**config.mk**
```make
export PLATFORM = sky130hd
export DESIGN_NAME = uart_fifo_control_dma_ready
export DESIGN_NICKNAME = d
export VERILOG_FILES = /design/src/hdl/uart_fifo_pkg.sv /design/src/hdl/uart_fifo_control_dma_ready.sv
export SDC_FILE = /design/constraint.sdc
export NUM_CORES = 1
export LEC_CHECK = 0
export BUFFER_PORTS_ARGS = -buffer_cell sky130_fd_sc_hd__buf_2
export CORE_MARGIN = 1.5
export CORE_UTILIZATION = 35
export DETAILED_ROUTE_END_ITERATION = 12
export GPL_TIMING_DRIVEN = 0
export PLACE_DENSITY_LB_ADDON = 0.2
export SLEW_MARGIN = 20
export SYNTH_ARGS = -nofsm -noshare
export SYNTH_HDL_FRONTEND = slang
export SYNTH_SLANG_ARGS = --single-unit
```
**constraint.sdc**
```tcl
create_clock -name aclk -period 3.5 [get_ports aclk]
set_input_delay 0.175 -clock aclk [delete_from_list [all_inputs] [get_ports aclk]]
set_output_delay 0.175 -clock aclk [all_outputs]
set_load 0.03 [all_outputs]
```
**src/hdl/uart_fifo_pkg.sv**
```systemverilog
// Behaviour
// RQ1: fifos on and rx interrupt enabled: rx interrupt while fill at or above trigger.
// RQ2: interrupt status shows rx data available at trigger, clears below it.
// RQ3: data ready set when a character enters rx fifo, cleared when empty.
// RQ4: fifos on with interrupt enables 3..0 clear means polled mode via line status.
// RQ5: line status: errors in bits 4..1, tx empty 5, tx all empty 6, fifo error 7.
// RQ6: fifos off or dma mode 0: transmit request low while no tx character held.
// RQ7: fifos off or dma mode 0: receive request low while any rx character held.
// RQ8: dma mode 1: transmit request high when tx full, low at tx trigger.
// RQ9: dma mode 1: receive request low at trigger or timeout, high once empty.
// RQ10: tx trigger field 00/01/10/11 gives 16/8/24/30; empty interrupt below it.
// RQ11: rx trigger field 00/01/10/11 gives 8/16/24/28; fifo still fills to full.
// RQ12: tx clear bit empties tx fifo and counters, then reads back zero.
// RQ13: rx clear bit empties rx fifo and counters, then reads back zero.
// RQ14: fifo enable turns both fifos on; off means single holding register.
// RQ15: other fifo control bits are written only when the same write sets enable.
// RQ16: dma mode bit selects per-character mode 0 or trigger-based block mode 1.
// RQ17: each fifo holds 32 bytes; counters span empty through full.
package uart_fifo_pkg;
  localparam int FIFO_DEPTH = 32;
  localparam int CNT_W = 6;
  localparam int PTR_W = 5;
  localparam int ADDR_W = 8;
  localparam logic [CNT_W-1:0] FIFO_FULL = 6'h20;
  localparam logic [CNT_W-1:0] HOLD_CAP = 6'h01;
  localparam logic [CNT_W-1:0] RX_LVL_0 = 6'h08;
  localparam logic [CNT_W-1:0] RX_LVL_1 = 6'h10;
  localparam logic [CNT_W-1:0] RX_LVL_2 = 6'h18;
  localparam logic [CNT_W-1:0] RX_LVL_3 = 6'h1c;
  localparam logic [CNT_W-1:0] TX_LVL_0 = 6'h10;
  localparam logic [CNT_W-1:0] TX_LVL_1 = 6'h08;
  localparam logic [CNT_W-1:0] TX_LVL_2 = 6'h18;
  localparam logic [CNT_W-1:0] TX_LVL_3 = 6'h1e;
  localparam logic [ADDR_W-1:0] OFS_DATA = 8'h00;
  localparam logic [ADDR_W-1:0] OFS_IER = 8'h04;
  localparam logic [ADDR_W-1:0] OFS_FCR = 8'h08;
  localparam logic [ADDR_W-1:0] OFS_ISR = 8'h0c;
  localparam logic [ADDR_W-1:0] OFS_LSR = 8'h10;
  localparam logic [ADDR_W-1:0] OFS_EVT = 8'h14;
  localparam logic [ADDR_W-1:0] OFS_MASK = 8'h18;
  localparam logic [ADDR_W-1:0] OFS_LEVEL = 8'h1c;
  localparam logic [7:0] IER_RESET = 8'h00;
  localparam logic [7:0] FCR_RESET = 8'h00;
  localparam logic [4:0] EVT_RESET = 5'h00;
  localparam logic TXREQ_N_RESET = 1'b0;
  localparam logic RXREQ_N_RESET = 1'b1;
  localparam int EVT_RX_TRIG = 0;
  localparam int EVT_TX_LOW = 1;
  localparam int EVT_RX_ERR = 2;
  localparam int EVT_OVERRUN = 3;
  localparam int EVT_TIMEOUT = 4;
  localparam logic [3:0] ISR_NONE = 4'h1;
  localparam logic [3:0] ISR_LINE = 4'h6;
  localparam logic [3:0] ISR_RXDATA = 4'h4;
  localparam logic [3:0] ISR_RXTMO = 4'hc;
  localparam logic [3:0] ISR_TXEMPTY = 4'h2;
  localparam logic [1:0] RESP_OKAY = 2'b00;
  localparam logic [1:0] RESP_SLVERR = 2'b10;

  // field order matches the control byte, bit 7 first
  typedef struct packed {
    logic [1:0] rx_trig;
    logic [1:0] tx_trig;
    logic dma_mode;
    logic tx_clear;
    logic rx_clear;
    logic fifo_en;
  } fifo_control_t;

  typedef struct packed {
    logic brk;
    logic framing;
    logic parity;
    logic [7:0] data;
  } rx_char_t;
endpackage

```
**src/hdl/uart_fifo_control_dma_ready.sv**
```systemverilog
// The implementer's own choices: the register addresses and the AXI4-Lite interface to the registers.
`timescale 1ns/10ps
`default_nettype none
module uart_fifo_control_dma_ready (
  input wire logic aclk,
  input wire logic aresetn,
  input wire logic [uart_fifo_pkg::ADDR_W-1:0] s_axi_awaddr,
  input wire logic [2:0] s_axi_awprot,
  input wire logic s_axi_awvalid,
  output logic s_axi_awready,
  input wire logic [31:0] s_axi_wdata,
  input wire logic [3:0] s_axi_wstrb,
  input wire logic s_axi_wvalid,
  output logic s_axi_wready,
  output logic [1:0] s_axi_bresp,
  output logic s_axi_bvalid,
  input wire logic s_axi_bready,
  input wire logic [uart_fifo_pkg::ADDR_W-1:0] s_axi_araddr,
  input wire logic [2:0] s_axi_arprot,
  input wire logic s_axi_arvalid,
  output logic s_axi_arready,
  output logic [31:0] s_axi_rdata,
  output logic [1:0] s_axi_rresp,
  output logic s_axi_rvalid,
  input wire logic s_axi_rready,
  output logic [7:0] tx_data,
  output logic tx_valid,
  input wire logic tx_ready,
  input wire logic tsr_empty,
  input wire uart_fifo_pkg::rx_char_t rx_char,
  input wire logic rx_valid,
  input wire logic rx_timeout,
  output logic transmit_request_n,
  output logic receive_request_n,
  output logic uart_int,
  output logic irq
);
  import uart_fifo_pkg::*;

  fifo_control_t fcr_reg;
  logic [7:0] ier_reg;
  logic [4:0] evt_reg, mask_reg, evt_set;
  logic [CNT_W-1:0] rx_count_reg, tx_count_reg, rx_err_cnt_reg;
  logic [PTR_W-1:0] rx_rd_reg, rx_wr_reg, tx_rd_reg, tx_wr_reg;
  rx_char_t rx_mem [FIFO_DEPTH];
  logic [7:0] tx_mem [FIFO_DEPTH];
  logic overrun_reg, timeout_reg, rx_hit_q_reg, tx_low_q_reg;
  logic txreq_n_reg, rxreq_n_reg;
  logic aw_held_reg, w_held_reg, bvalid_reg, rvalid_reg;
  logic [ADDR_W-1:0] awaddr_reg;
  logic [31:0] wdata_reg, rdata_reg;
  logic [3:0] wstrb_reg;
  logic [1:0] bresp_reg, rresp_reg;

  logic wr_fire, rd_fire, fcr_wr, rx_push, rx_pop, tx_push, tx_pop, dma1;
  logic rx_hit, tx_low, head_err, rx_int, tmo_int, line_int, thr_int;
  logic [CNT_W-1:0] cap, rx_lvl, tx_lvl;
  logic [3:0] isr_code;
  logic [7:0] line_status_register, interrupt_status_register;
  rx_char_t head;
  fifo_control_t fcr_next;

  function automatic logic [CNT_W-1:0] trig_level(input logic [1:0] sel, input logic is_tx);
    logic [CNT_W-1:0] lvl;
    lvl = RX_LVL_0;
    case (sel)
      2'b00: lvl = is_tx ? TX_LVL_0 : RX_LVL_0;
      2'b01: lvl = is_tx ? TX_LVL_1 : RX_LVL_1;
      2'b10: lvl = is_tx ? TX_LVL_2 : RX_LVL_2;
      default: lvl = is_tx ? TX_LVL_3 : RX_LVL_3;
    endcase
    return lvl;
  endfunction

  function automatic logic is_mapped(input logic [ADDR_W-1:0] a);
    return a == OFS_DATA || a == OFS_IER || a == OFS_FCR || a == OFS_ISR ||
           a == OFS_LSR || a == OFS_EVT || a == OFS_MASK || a == OFS_LEVEL;
  endfunction

  // axi4-lite handshakes; one write and one read in flight
  assign s_axi_awready = !aw_held_reg && !bvalid_reg;
  assign s_axi_wready = !w_held_reg && !bvalid_reg;
  assign s_axi_arready = !rvalid_reg;
  assign s_axi_bvalid = bvalid_reg;
  assign s_axi_bresp = bresp_reg;
  assign s_axi_rvalid = rvalid_reg;
  assign s_axi_rresp = rresp_reg;
  assign s_axi_rdata = rdata_reg;
  assign wr_fire = aw_held_reg && w_held_reg && !bvalid_reg;
  assign rd_fire = s_axi_arvalid && !rvalid_reg;
  assign fcr_wr = wr_fire && awaddr_reg == OFS_FCR && wstrb_reg[0];

  // fifo depth collapses to one holding register while fifos are off
  assign cap = fcr_reg.fifo_en ? FIFO_FULL : HOLD_CAP; // see RQ14 RQ17
  assign rx_lvl = trig_level(fcr_reg.rx_trig, 1'b0); // see RQ11
  assign tx_lvl = trig_level(fcr_reg.tx_trig, 1'b1); // see RQ10
  assign dma1 = fcr_reg.fifo_en && fcr_reg.dma_mode; // see RQ16
  assign rx_hit = fcr_reg.fifo_en ? rx_count_reg >= rx_lvl : rx_count_reg != 6'h00; // see RQ11
  assign tx_low = fcr_reg.fifo_en ? tx_count_reg < tx_lvl : tx_count_reg == 6'h00; // see RQ10

  // a clear cycle blocks pushes so the fifo really ends empty
  assign rx_push = rx_valid && rx_count_reg < cap && !fcr_reg.rx_clear; // see RQ13
  assign rx_pop = rd_fire && s_axi_araddr == OFS_DATA && rx_count_reg != 6'h00;
  assign tx_push = wr_fire && awaddr_reg == OFS_DATA && wstrb_reg[0] && tx_count_reg < cap && !fcr_reg.tx_clear;
  assign tx_pop = tx_valid && tx_ready;
  assign tx_valid = tx_count_reg != 6'h00 && !fcr_reg.tx_clear;
  assign tx_data = tx_mem[tx_rd_reg];
  assign head = rx_mem[rx_rd_reg];
  assign head_err = rx_count_reg != 6'h00 && (head.brk || head.framing || head.parity);

  // enable 0 only turns fifos off; the rest is kept
  always_comb begin
    fcr_next = fcr_reg;
    fcr_next.rx_clear = 1'b0;
    fcr_next.tx_clear = 1'b0;
    if (fcr_wr) begin
      if (wdata_reg[0]) begin
        fcr_next = fifo_control_t'(wdata_reg[7:0]); // see RQ15
      end else begin
        fcr_next.fifo_en = 1'b0;
      end
      // toggling the enable flushes both fifos, data would be misframed otherwise
      if (wdata_reg[0] != fcr_reg.fifo_en) begin
        fcr_next.rx_clear = 1'b1;
        fcr_next.tx_clear = 1'b1;
      end
    end
  end

  // clear bits live one cycle, then read back zero
  always_ff @(posedge aclk) begin
    if (!aresetn) begin
      fcr_reg <= fifo_control_t'(FCR_RESET);
    end else begin
      fcr_reg <= fcr_next; // see RQ12 RQ13 RQ14 RQ16
    end
  end

  always_ff @(posedge aclk) begin
    if (!aresetn) begin
      ier_reg <= IER_RESET;
      mask_reg <= EVT_RESET;
    end else if (wr_fire && wstrb_reg[0]) begin
      if (awaddr_reg == OFS_IER) begin
        ier_reg <= wdata_reg[7:0];
      end
      if (awaddr_reg == OFS_MASK) begin
        mask_reg <= wdata_reg[4:0];
      end
    end
  end

  // receive fifo, shift register side untouched by the clear
  always_ff @(posedge aclk) begin
    if (rx_push) begin
      rx_mem[rx_wr_reg] <= rx_char;
    end
  end

  always_ff @(posedge aclk) begin
    if (!aresetn || fcr_reg.rx_clear) begin
      rx_count_reg <= '0; // see RQ13
      rx_rd_reg <= '0;
      rx_wr_reg <= '0;
      rx_err_cnt_reg <= '0;
    end else begin
      if (rx_push) begin
        rx_wr_reg <= PTR_W'(rx_wr_reg + 5'h01);
      end
      if (rx_pop) begin
        rx_rd_reg <= PTR_W'(rx_rd_reg + 5'h01);
      end
      case ({rx_push, rx_pop})
        2'b10: rx_count_reg <= CNT_W'(rx_count_reg + 6'h01); // see RQ3
        2'b01: rx_count_reg <= CNT_W'(rx_count_reg - 6'h01);
        default: rx_count_reg <= rx_count_reg;
      endcase
      case ({rx_push && (rx_char.brk || rx_char.framing || rx_char.parity), rx_pop && head_err})
        2'b10: rx_err_cnt_reg <= CNT_W'(rx_err_cnt_reg + 6'h01);
        2'b01: rx_err_cnt_reg <= CNT_W'(rx_err_cnt_reg - 6'h01);
        default: rx_err_cnt_reg <= rx_err_cnt_reg;
      endcase
    end
  end

  always_ff @(posedge aclk) begin
    if (tx_push) begin
      tx_mem[tx_wr_reg] <= wdata_reg[7:0];
    end
  end

  always_ff @(posedge aclk) begin
    if (!aresetn || fcr_reg.tx_clear) begin
      tx_count_reg <= '0; // see RQ12
      tx_rd_reg <= '0;
      tx_wr_reg <= '0;
    end else begin
      if (tx_push) begin
        tx_wr_reg <= PTR_W'(tx_wr_reg + 5'h01);
      end
      if (tx_pop) begin
        tx_rd_reg <= PTR_W'(tx_rd_reg + 5'h01);
      end
      case ({tx_push, tx_pop})
        2'b10: tx_count_reg <= CNT_W'(tx_count_reg + 6'h01);
        2'b01: tx_count_reg <= CNT_W'(tx_count_reg - 6'h01);
        default: tx_count_reg <= tx_count_reg;
      endcase
    end
  end

  // overrun clears on a line status read, timeout on a data read; set wins
  always_ff @(posedge aclk) begin
    if (!aresetn) begin
      overrun_reg <= 1'b0;
      timeout_reg <= 1'b0;
    end else begin
      if (rx_valid && !rx_push) begin
        overrun_reg <= 1'b1;
      end else if (rd_fire && s_axi_araddr == OFS_LSR) begin
        overrun_reg <= 1'b0;
      end
      if (rx_timeout && rx_count_reg != 6'h00) begin
        timeout_reg <= 1'b1;
      end else if (rx_pop || fcr_reg.rx_clear) begin
        timeout_reg <= 1'b0;
      end
    end
  end

  assign line_status_register = {fcr_reg.fifo_en && rx_err_cnt_reg != 6'h00, // see RQ5
                tx_count_reg == 6'h00 && tsr_empty, tx_count_reg == 6'h00,
                head_err && head.brk, head_err && head.framing, head_err && head.parity,
                overrun_reg, rx_count_reg != 6'h00}; // see RQ3

  // all enables 3..0 low leaves only line status for polling
  assign rx_int = ier_reg[0] && rx_hit; // see RQ1 RQ4
  assign tmo_int = ier_reg[0] && timeout_reg;
  assign line_int = ier_reg[2] && (overrun_reg || head_err);
  assign thr_int = ier_reg[1] && tx_low; // see RQ10
  assign uart_int = rx_int || tmo_int || line_int || thr_int;

  always_comb begin
    if (line_int) begin
      isr_code = ISR_LINE;
    end else if (tmo_int) begin
      isr_code = ISR_RXTMO;
    end else if (rx_int) begin
      isr_code = ISR_RXDATA; // see RQ2
    end else if (thr_int) begin
      isr_code = ISR_TXEMPTY;
    end else begin
      isr_code = ISR_NONE;
    end
  end
  assign interrupt_status_register = {fcr_reg.fifo_en, fcr_reg.fifo_en, 2'b00, isr_code};

  // dma request pins; mode 1 holds its level between the two thresholds
  always_ff @(posedge aclk) begin
    if (!aresetn) begin
      txreq_n_reg <= TXREQ_N_RESET;
      rxreq_n_reg <= RXREQ_N_RESET;
    end else if (!dma1) begin
      txreq_n_reg <= tx_count_reg != 6'h00; // see RQ6
      rxreq_n_reg <= rx_count_reg == 6'h00; // see RQ7
    end else begin
      if (tx_count_reg == FIFO_FULL) begin
        txreq_n_reg <= 1'b1; // see RQ8
      end else if (tx_low) begin
        txreq_n_reg <= 1'b0;
      end
      if (rx_hit || timeout_reg) begin
        rxreq_n_reg <= 1'b0; // see RQ9
      end else if (rx_count_reg == 6'h00) begin
        rxreq_n_reg <= 1'b1;
      end
    end
  end
  assign transmit_request_n = txreq_n_reg;
  assign receive_request_n = rxreq_n_reg;

  // sticky event bits, write one to clear, a new event beats the clear
  always_ff @(posedge aclk) begin
    if (!aresetn) begin
      rx_hit_q_reg <= 1'b0;
      tx_low_q_reg <= 1'b0;
    end else begin
      rx_hit_q_reg <= rx_hit;
      tx_low_q_reg <= tx_low;
    end
  end

  always_comb begin
    evt_set = '0;
    evt_set[EVT_RX_TRIG] = rx_hit && !rx_hit_q_reg;
    evt_set[EVT_TX_LOW] = tx_low && !tx_low_q_reg;
    evt_set[EVT_RX_ERR] = rx_push && (rx_char.brk || rx_char.framing || rx_char.parity);
    evt_set[EVT_OVERRUN] = rx_valid && !rx_push;
    evt_set[EVT_TIMEOUT] = rx_timeout;
  end

  always_ff @(posedge aclk) begin
    if (!aresetn) begin
      evt_reg <= EVT_RESET;
    end else if (wr_fire && wstrb_reg[0] && awaddr_reg == OFS_EVT) begin
      evt_reg <= (evt_reg & ~wdata_reg[4:0]) | evt_set;
    end else begin
      evt_reg <= evt_reg | evt_set;
    end
  end
  assign irq = |(evt_reg & mask_reg);

  // write channel: address and data land in either order
  always_ff @(posedge aclk) begin
    if (!aresetn) begin
      aw_held_reg <= 1'b0;
      w_held_reg <= 1'b0;
      bvalid_reg <= 1'b0;
      bresp_reg <= RESP_OKAY;
      awaddr_reg <= '0;
      wdata_reg <= '0;
      wstrb_reg <= '0;
    end else begin
      if (s_axi_awvalid && s_axi_awready) begin
        aw_held_reg <= 1'b1;
        awaddr_reg <= s_axi_awaddr;
      end
      if (s_axi_wvalid && s_axi_wready) begin
        w_held_reg <= 1'b1;
        wdata_reg <= s_axi_wdata;
        wstrb_reg <= s_axi_wstrb;
      end
      if (wr_fire) begin
        aw_held_reg <= 1'b0;
        w_held_reg <= 1'b0;
        bvalid_reg <= 1'b1;
        bresp_reg <= is_mapped(awaddr_reg) ? RESP_OKAY : RESP_SLVERR;
      end else if (bvalid_reg && s_axi_bready) begin
        bvalid_reg <= 1'b0;
      end
    end
  end

  // read data is captured with its side effects in the same edge
  always_ff @(posedge aclk) begin
    if (!aresetn) begin
      rvalid_reg <= 1'b0;
      rresp_reg <= RESP_OKAY;
      rdata_reg <= '0;
    end else if (rd_fire) begin
      rvalid_reg <= 1'b1;
      rresp_reg <= is_mapped(s_axi_araddr) ? RESP_OKAY : RESP_SLVERR;
      case (s_axi_araddr)
        OFS_DATA: rdata_reg <= {24'h000000, rx_count_reg != 6'h00 ? head.data : 8'h00};
        OFS_IER: rdata_reg <= {24'h000000, ier_reg};
        OFS_FCR: rdata_reg <= {24'h000000, fcr_reg};
        OFS_ISR: rdata_reg <= {24'h000000, interrupt_status_register};
        OFS_LSR: rdata_reg <= {24'h000000, line_status_register};
        OFS_EVT: rdata_reg <= {27'h0000000, evt_reg};
        OFS_MASK: rdata_reg <= {27'h0000000, mask_reg};
        OFS_LEVEL: rdata_reg <= {18'h00000, tx_count_reg, 2'b00, rx_count_reg};
        default: rdata_reg <= '0;
      endcase
    end else if (rvalid_reg && s_axi_rready) begin
      rvalid_reg <= 1'b0;
    end
  end
endmodule
`default_nettype wire

```
==> results.py <==
metrics = {
    "cells_and_area": {
        "multiInputGateArea_um2": 8400,
        "regMostFlops": "rx_mem",
        "area.growth.synth_to_final_pct": 20.0,
        "fin_nets": 2062,
        "fill_cells": 7265,
        "seqCellArea_um2": 20600,
        "diodes": 0,
        "stdcell_count": 3082,
        "largest_reg_flops": 352,
        "final_util_pct": 42.5,
        "layout-drive-gt1-share_pct": 29.7,
        "design_area_um2": 35000,
    },
    "yosys": {
        "syn_area_um2": 29200,
        "synth_area_leader_cell": "edfxtp_1",
        "synth_area_leaders": "edfxtp_1, mux4_2, dfxtp_1",
        "synth_top_family_by_area": "multiplexers",
        "ys_seq_area_share_pct": 70.6,
        "ys_ff_latch": 725,
        "synthMuxAreaShare_pct": 15.6,
        "yosysWarnings": 0,
        "synth_adder_area_share_pct": 1.47,
        "synth-edff-count": 608,
        "yosys.area_share.xor_xnor_pct": 0.960,
        "synth.avg_cell_area_um2": 17.4,
        "synth_cell_type_count": 64,
        "synth_most_common_cell": "edfxtp_1",
        "synth_compound_area_share_pct": 3.41,
        "synth-simple-area-share_pct": 5.95,
        "synth_top_area_share_pct": 62.5,
        "syn_inst": 1679,
        "synth-async-reset-ratio_pct": 0,
        "synthTopCellsByCount": "edfxtp_1, mux4_2, nor2_1",
        "ys.flop_type": "edfxtp_1",
    },
    "detailed_routing": {
        "routedWlPerCell_um": 24.4,
        "drt_pass1_iterations": 5,
        "wirelength_mm": 75.3,
        "drt_iter0_drc": 1252,
        "drc": 0,
        "ant_nets": 0,
        "vias_per_cell": 5.23,
        "routed-via-count": 16121,
    },
    "clocking": {
        "cts_tree": "yes",
        "htreeDepth": 3,
        "cts.clk_slew.worst_paths_ns": 0.06,
        "clk_latency_ns": 0.63,
        "numClockSinks": 725,
        "cts-buffers-inserted": 80,
        "cts_root_buf": "clkbuf_16",
        "cts_buffer_depth": 3,
    },
    "placement": {
        "gp_congestion": 0.835,
        "dp.cells": 2875,
        "dp_slack_ns": -1.42,
        "place_area_um2": 31500,
        "port_buffers": 80,
        "dpl.hpwl_mm": 50.0,
    },
    "sta": {
        "final.setup_skew_ns": 0.0321,
        "timing.final.hold_violations": 0,
        "report.final.setup_viol": 4,
        "layout_setup_ws_ns": -0.193,
        "slew_headroom_pct": 33.8,
        "slew_viol_final": 0,
        "fin_crit_ns": 3.69,
        "fin_crit_sh_pct": 106,
        "max_freq_ghz": 0.271,
        "worstMarginPinSlew_ns": 0.993,
        "rsz0062_at_grt": "true",
    },
    "floorplanning": {
        "dieArea_um2": 85200,
        "boundaryPins": 134,
        "die-height_um": 292,
        "num_rows": 105,
        "die_w_um": 292,
        "start_util_pct": 35.4,
        "core_region_area_um2": 82400,
    },
    "grt": {
        "grt_max_degree": 36,
        "grt_overflow": 0,
        "antenna_found_initial": 3,
        "grt_pass1_wl_mm": 110,
        "grt_use_total_pct": 17.6,
        "grt_pass1_vias": 16293,
    },
    "worst_setup_path": {
        "cp_data_arrival_time_ns": 4.19,
        "critPathKind": "register to register",
        "cp-end-kind": "register",
        "path_max_fanout": 5,
        "cp-start-kind": "register",
        "cp.required_ns": 4.00,
    },
    "power": {
        "leakage_nw": 11.4,
        "p_sw_mw": 4.07,
        "p_int_mw": 14.5,
        "power_frac_clock_pct": 43.7,
        "irDropWorstVdd_v": 0.000356,
        "power_frac_seq_pct": 51.6,
        "p_per_area_nw_per_um2": 530,
        "combPwrFrac_pct": 4.7,
        "switching_share_pct": 21.9,
        "p_total_mw": 18.6,
    },
    "hold_path": {
        "hp-class": "input pin to register",
    },
    "run_status": {
        "violations": "negative setup slack",
        "outcome": "finished, violations left",
    },
    "flow_run": {
        "cap_violations": 0,
    },
}
==> placed cells by master, fill, tap and decap left out, drive strengths merged, types with 7 or more instances in the layout <==
master       netlist  layout
mux2i             28      28
and2              15      15
edfxtp           608     608
a21o               7       7
nand4             10      10
ha                31      31
clkinv             0      28
nand3             22      22
a22oi             16      16
clkbuf            51     154
inv               28      29
mux4             182     182
xnor2             11      11
nor3              11      11
dfxtp            117     117
nand2b            11      11
buf               52     194
o21ai             18      18
or3                8       8
nor2             171     171
nand2             90      90
conb               1      20
nand3b            10      10
a21oi             62      62
nor2b              8       8
a221oi             8       8
mux2              16      16
dlygate4sd3        0      30
xor2              21      21
==> worst max-delay path: stages, from the launching register on <==
cell and delay (ns):
dfxtp_4 0.40, buf_12 0.12, buf_16 0.12, mux4_2 0.50
mux4_2 0.48, mux2_4 0.31, o21a_4 0.23, ha_4 0.17
buf_6 0.11, xor2_1 0.14, ha_2 0.18, a21oi_2 0.13
nor2b_1 0.07, o21ai_1 0.16, a21oi_1 0.09, o21bai_1 0.15
xor2_1 0.16, nor2_1 0.05
==> layer usage <==
| layer | up-vias | part of all wire, % | wire length [um] | GRT usage [%] |
|---|---|---|---|---|
| met5 | - | 0.048 | 36 | 0 |
| met4 | 6 | 2.3 | 1740 | 4.90 |
| met2 | 484 | 48 | 36200 | 28.6 |
| met3 | 126 | 5.8 | 4390 | 3.26 |
| li1 | 7124 | - | - | - |
| met1 | 8381 | 44 | 33000 | 24.3 |
==> path summary, 6_finish.rpt <==
check	start	end	slack, ns	cells after the start
max	register	rx_err_cnt_reg[4]	-0.19	17
min	s_axi_awvalid	awaddr_reg[5]	0.04	4
max reg2reg	register	rx_err_cnt_reg[4]	-0.19	17
min reg2reg	evt_reg[3]	evt_reg[3]	0.47	2
==> area by class of cell <==
| cell class | instances | share of cell area, % |
|---|---|---|
| multi-input combinational | 842 | 24.0 |
| clock inverter | 38 | 0.982 |
| inverter | 28 | 0.311 |
| tap | 1070 | 3.82 |
| timing repair buffer | 173 | 4.06 |
| sequential | 725 | 58.8 |
| buffer | 99 | 1.78 |
| clock buffer | 107 | 6.24 |
==> metrics by stage <==
step | setup TNS [ns] | hold WS (ns)
2_1_floorplan | 0 | 0.274
3_3_place_gp | -160.07 | 0.425
3_5_place_dp | -61.20 | 0.425
4_1_cts | -0.447 | 0.00266
5_1_grt | -1.13 | 0.0664
6_report | -0.578 | 0.0437
==> power by group through the flow <==
stage                     sequential (mW)  combinational (mW)  clock, mW
after floorplan                      9.74               0.409          0
final                                9.58               0.871       8.13
after CTS                            9.58               0.854       8.31
after global routing                 9.59               0.942       8.62
after global placement               9.80               0.665          0
after detailed placement             9.76               0.775          0
==> cells by family (layout without fill, tap and decap cells) <==
family / after synthesis / count (layout)
adder cells (fa/ha/maj): 33 / 33
XOR/XNOR: 32 / 32
flip-flops: 725 / 725
AND/OR/NAND/NOR: 379 / 379
buffers and inverters: 131 / 445
other: 1 / 20
multiplexers: 226 / 226
AO/OA/AOI/OAI: 152 / 152
==> repair_timing <==
item,in CTS,in global routing
endpoints found under the hold margin,30,0
buffers inserted,22,13
pin swaps,18,21
cloned,1,0
hold buffers,30,0
setup endpoints to repair,391,26
resized for setup,103,25
Power figures use the tool's default switching activity.
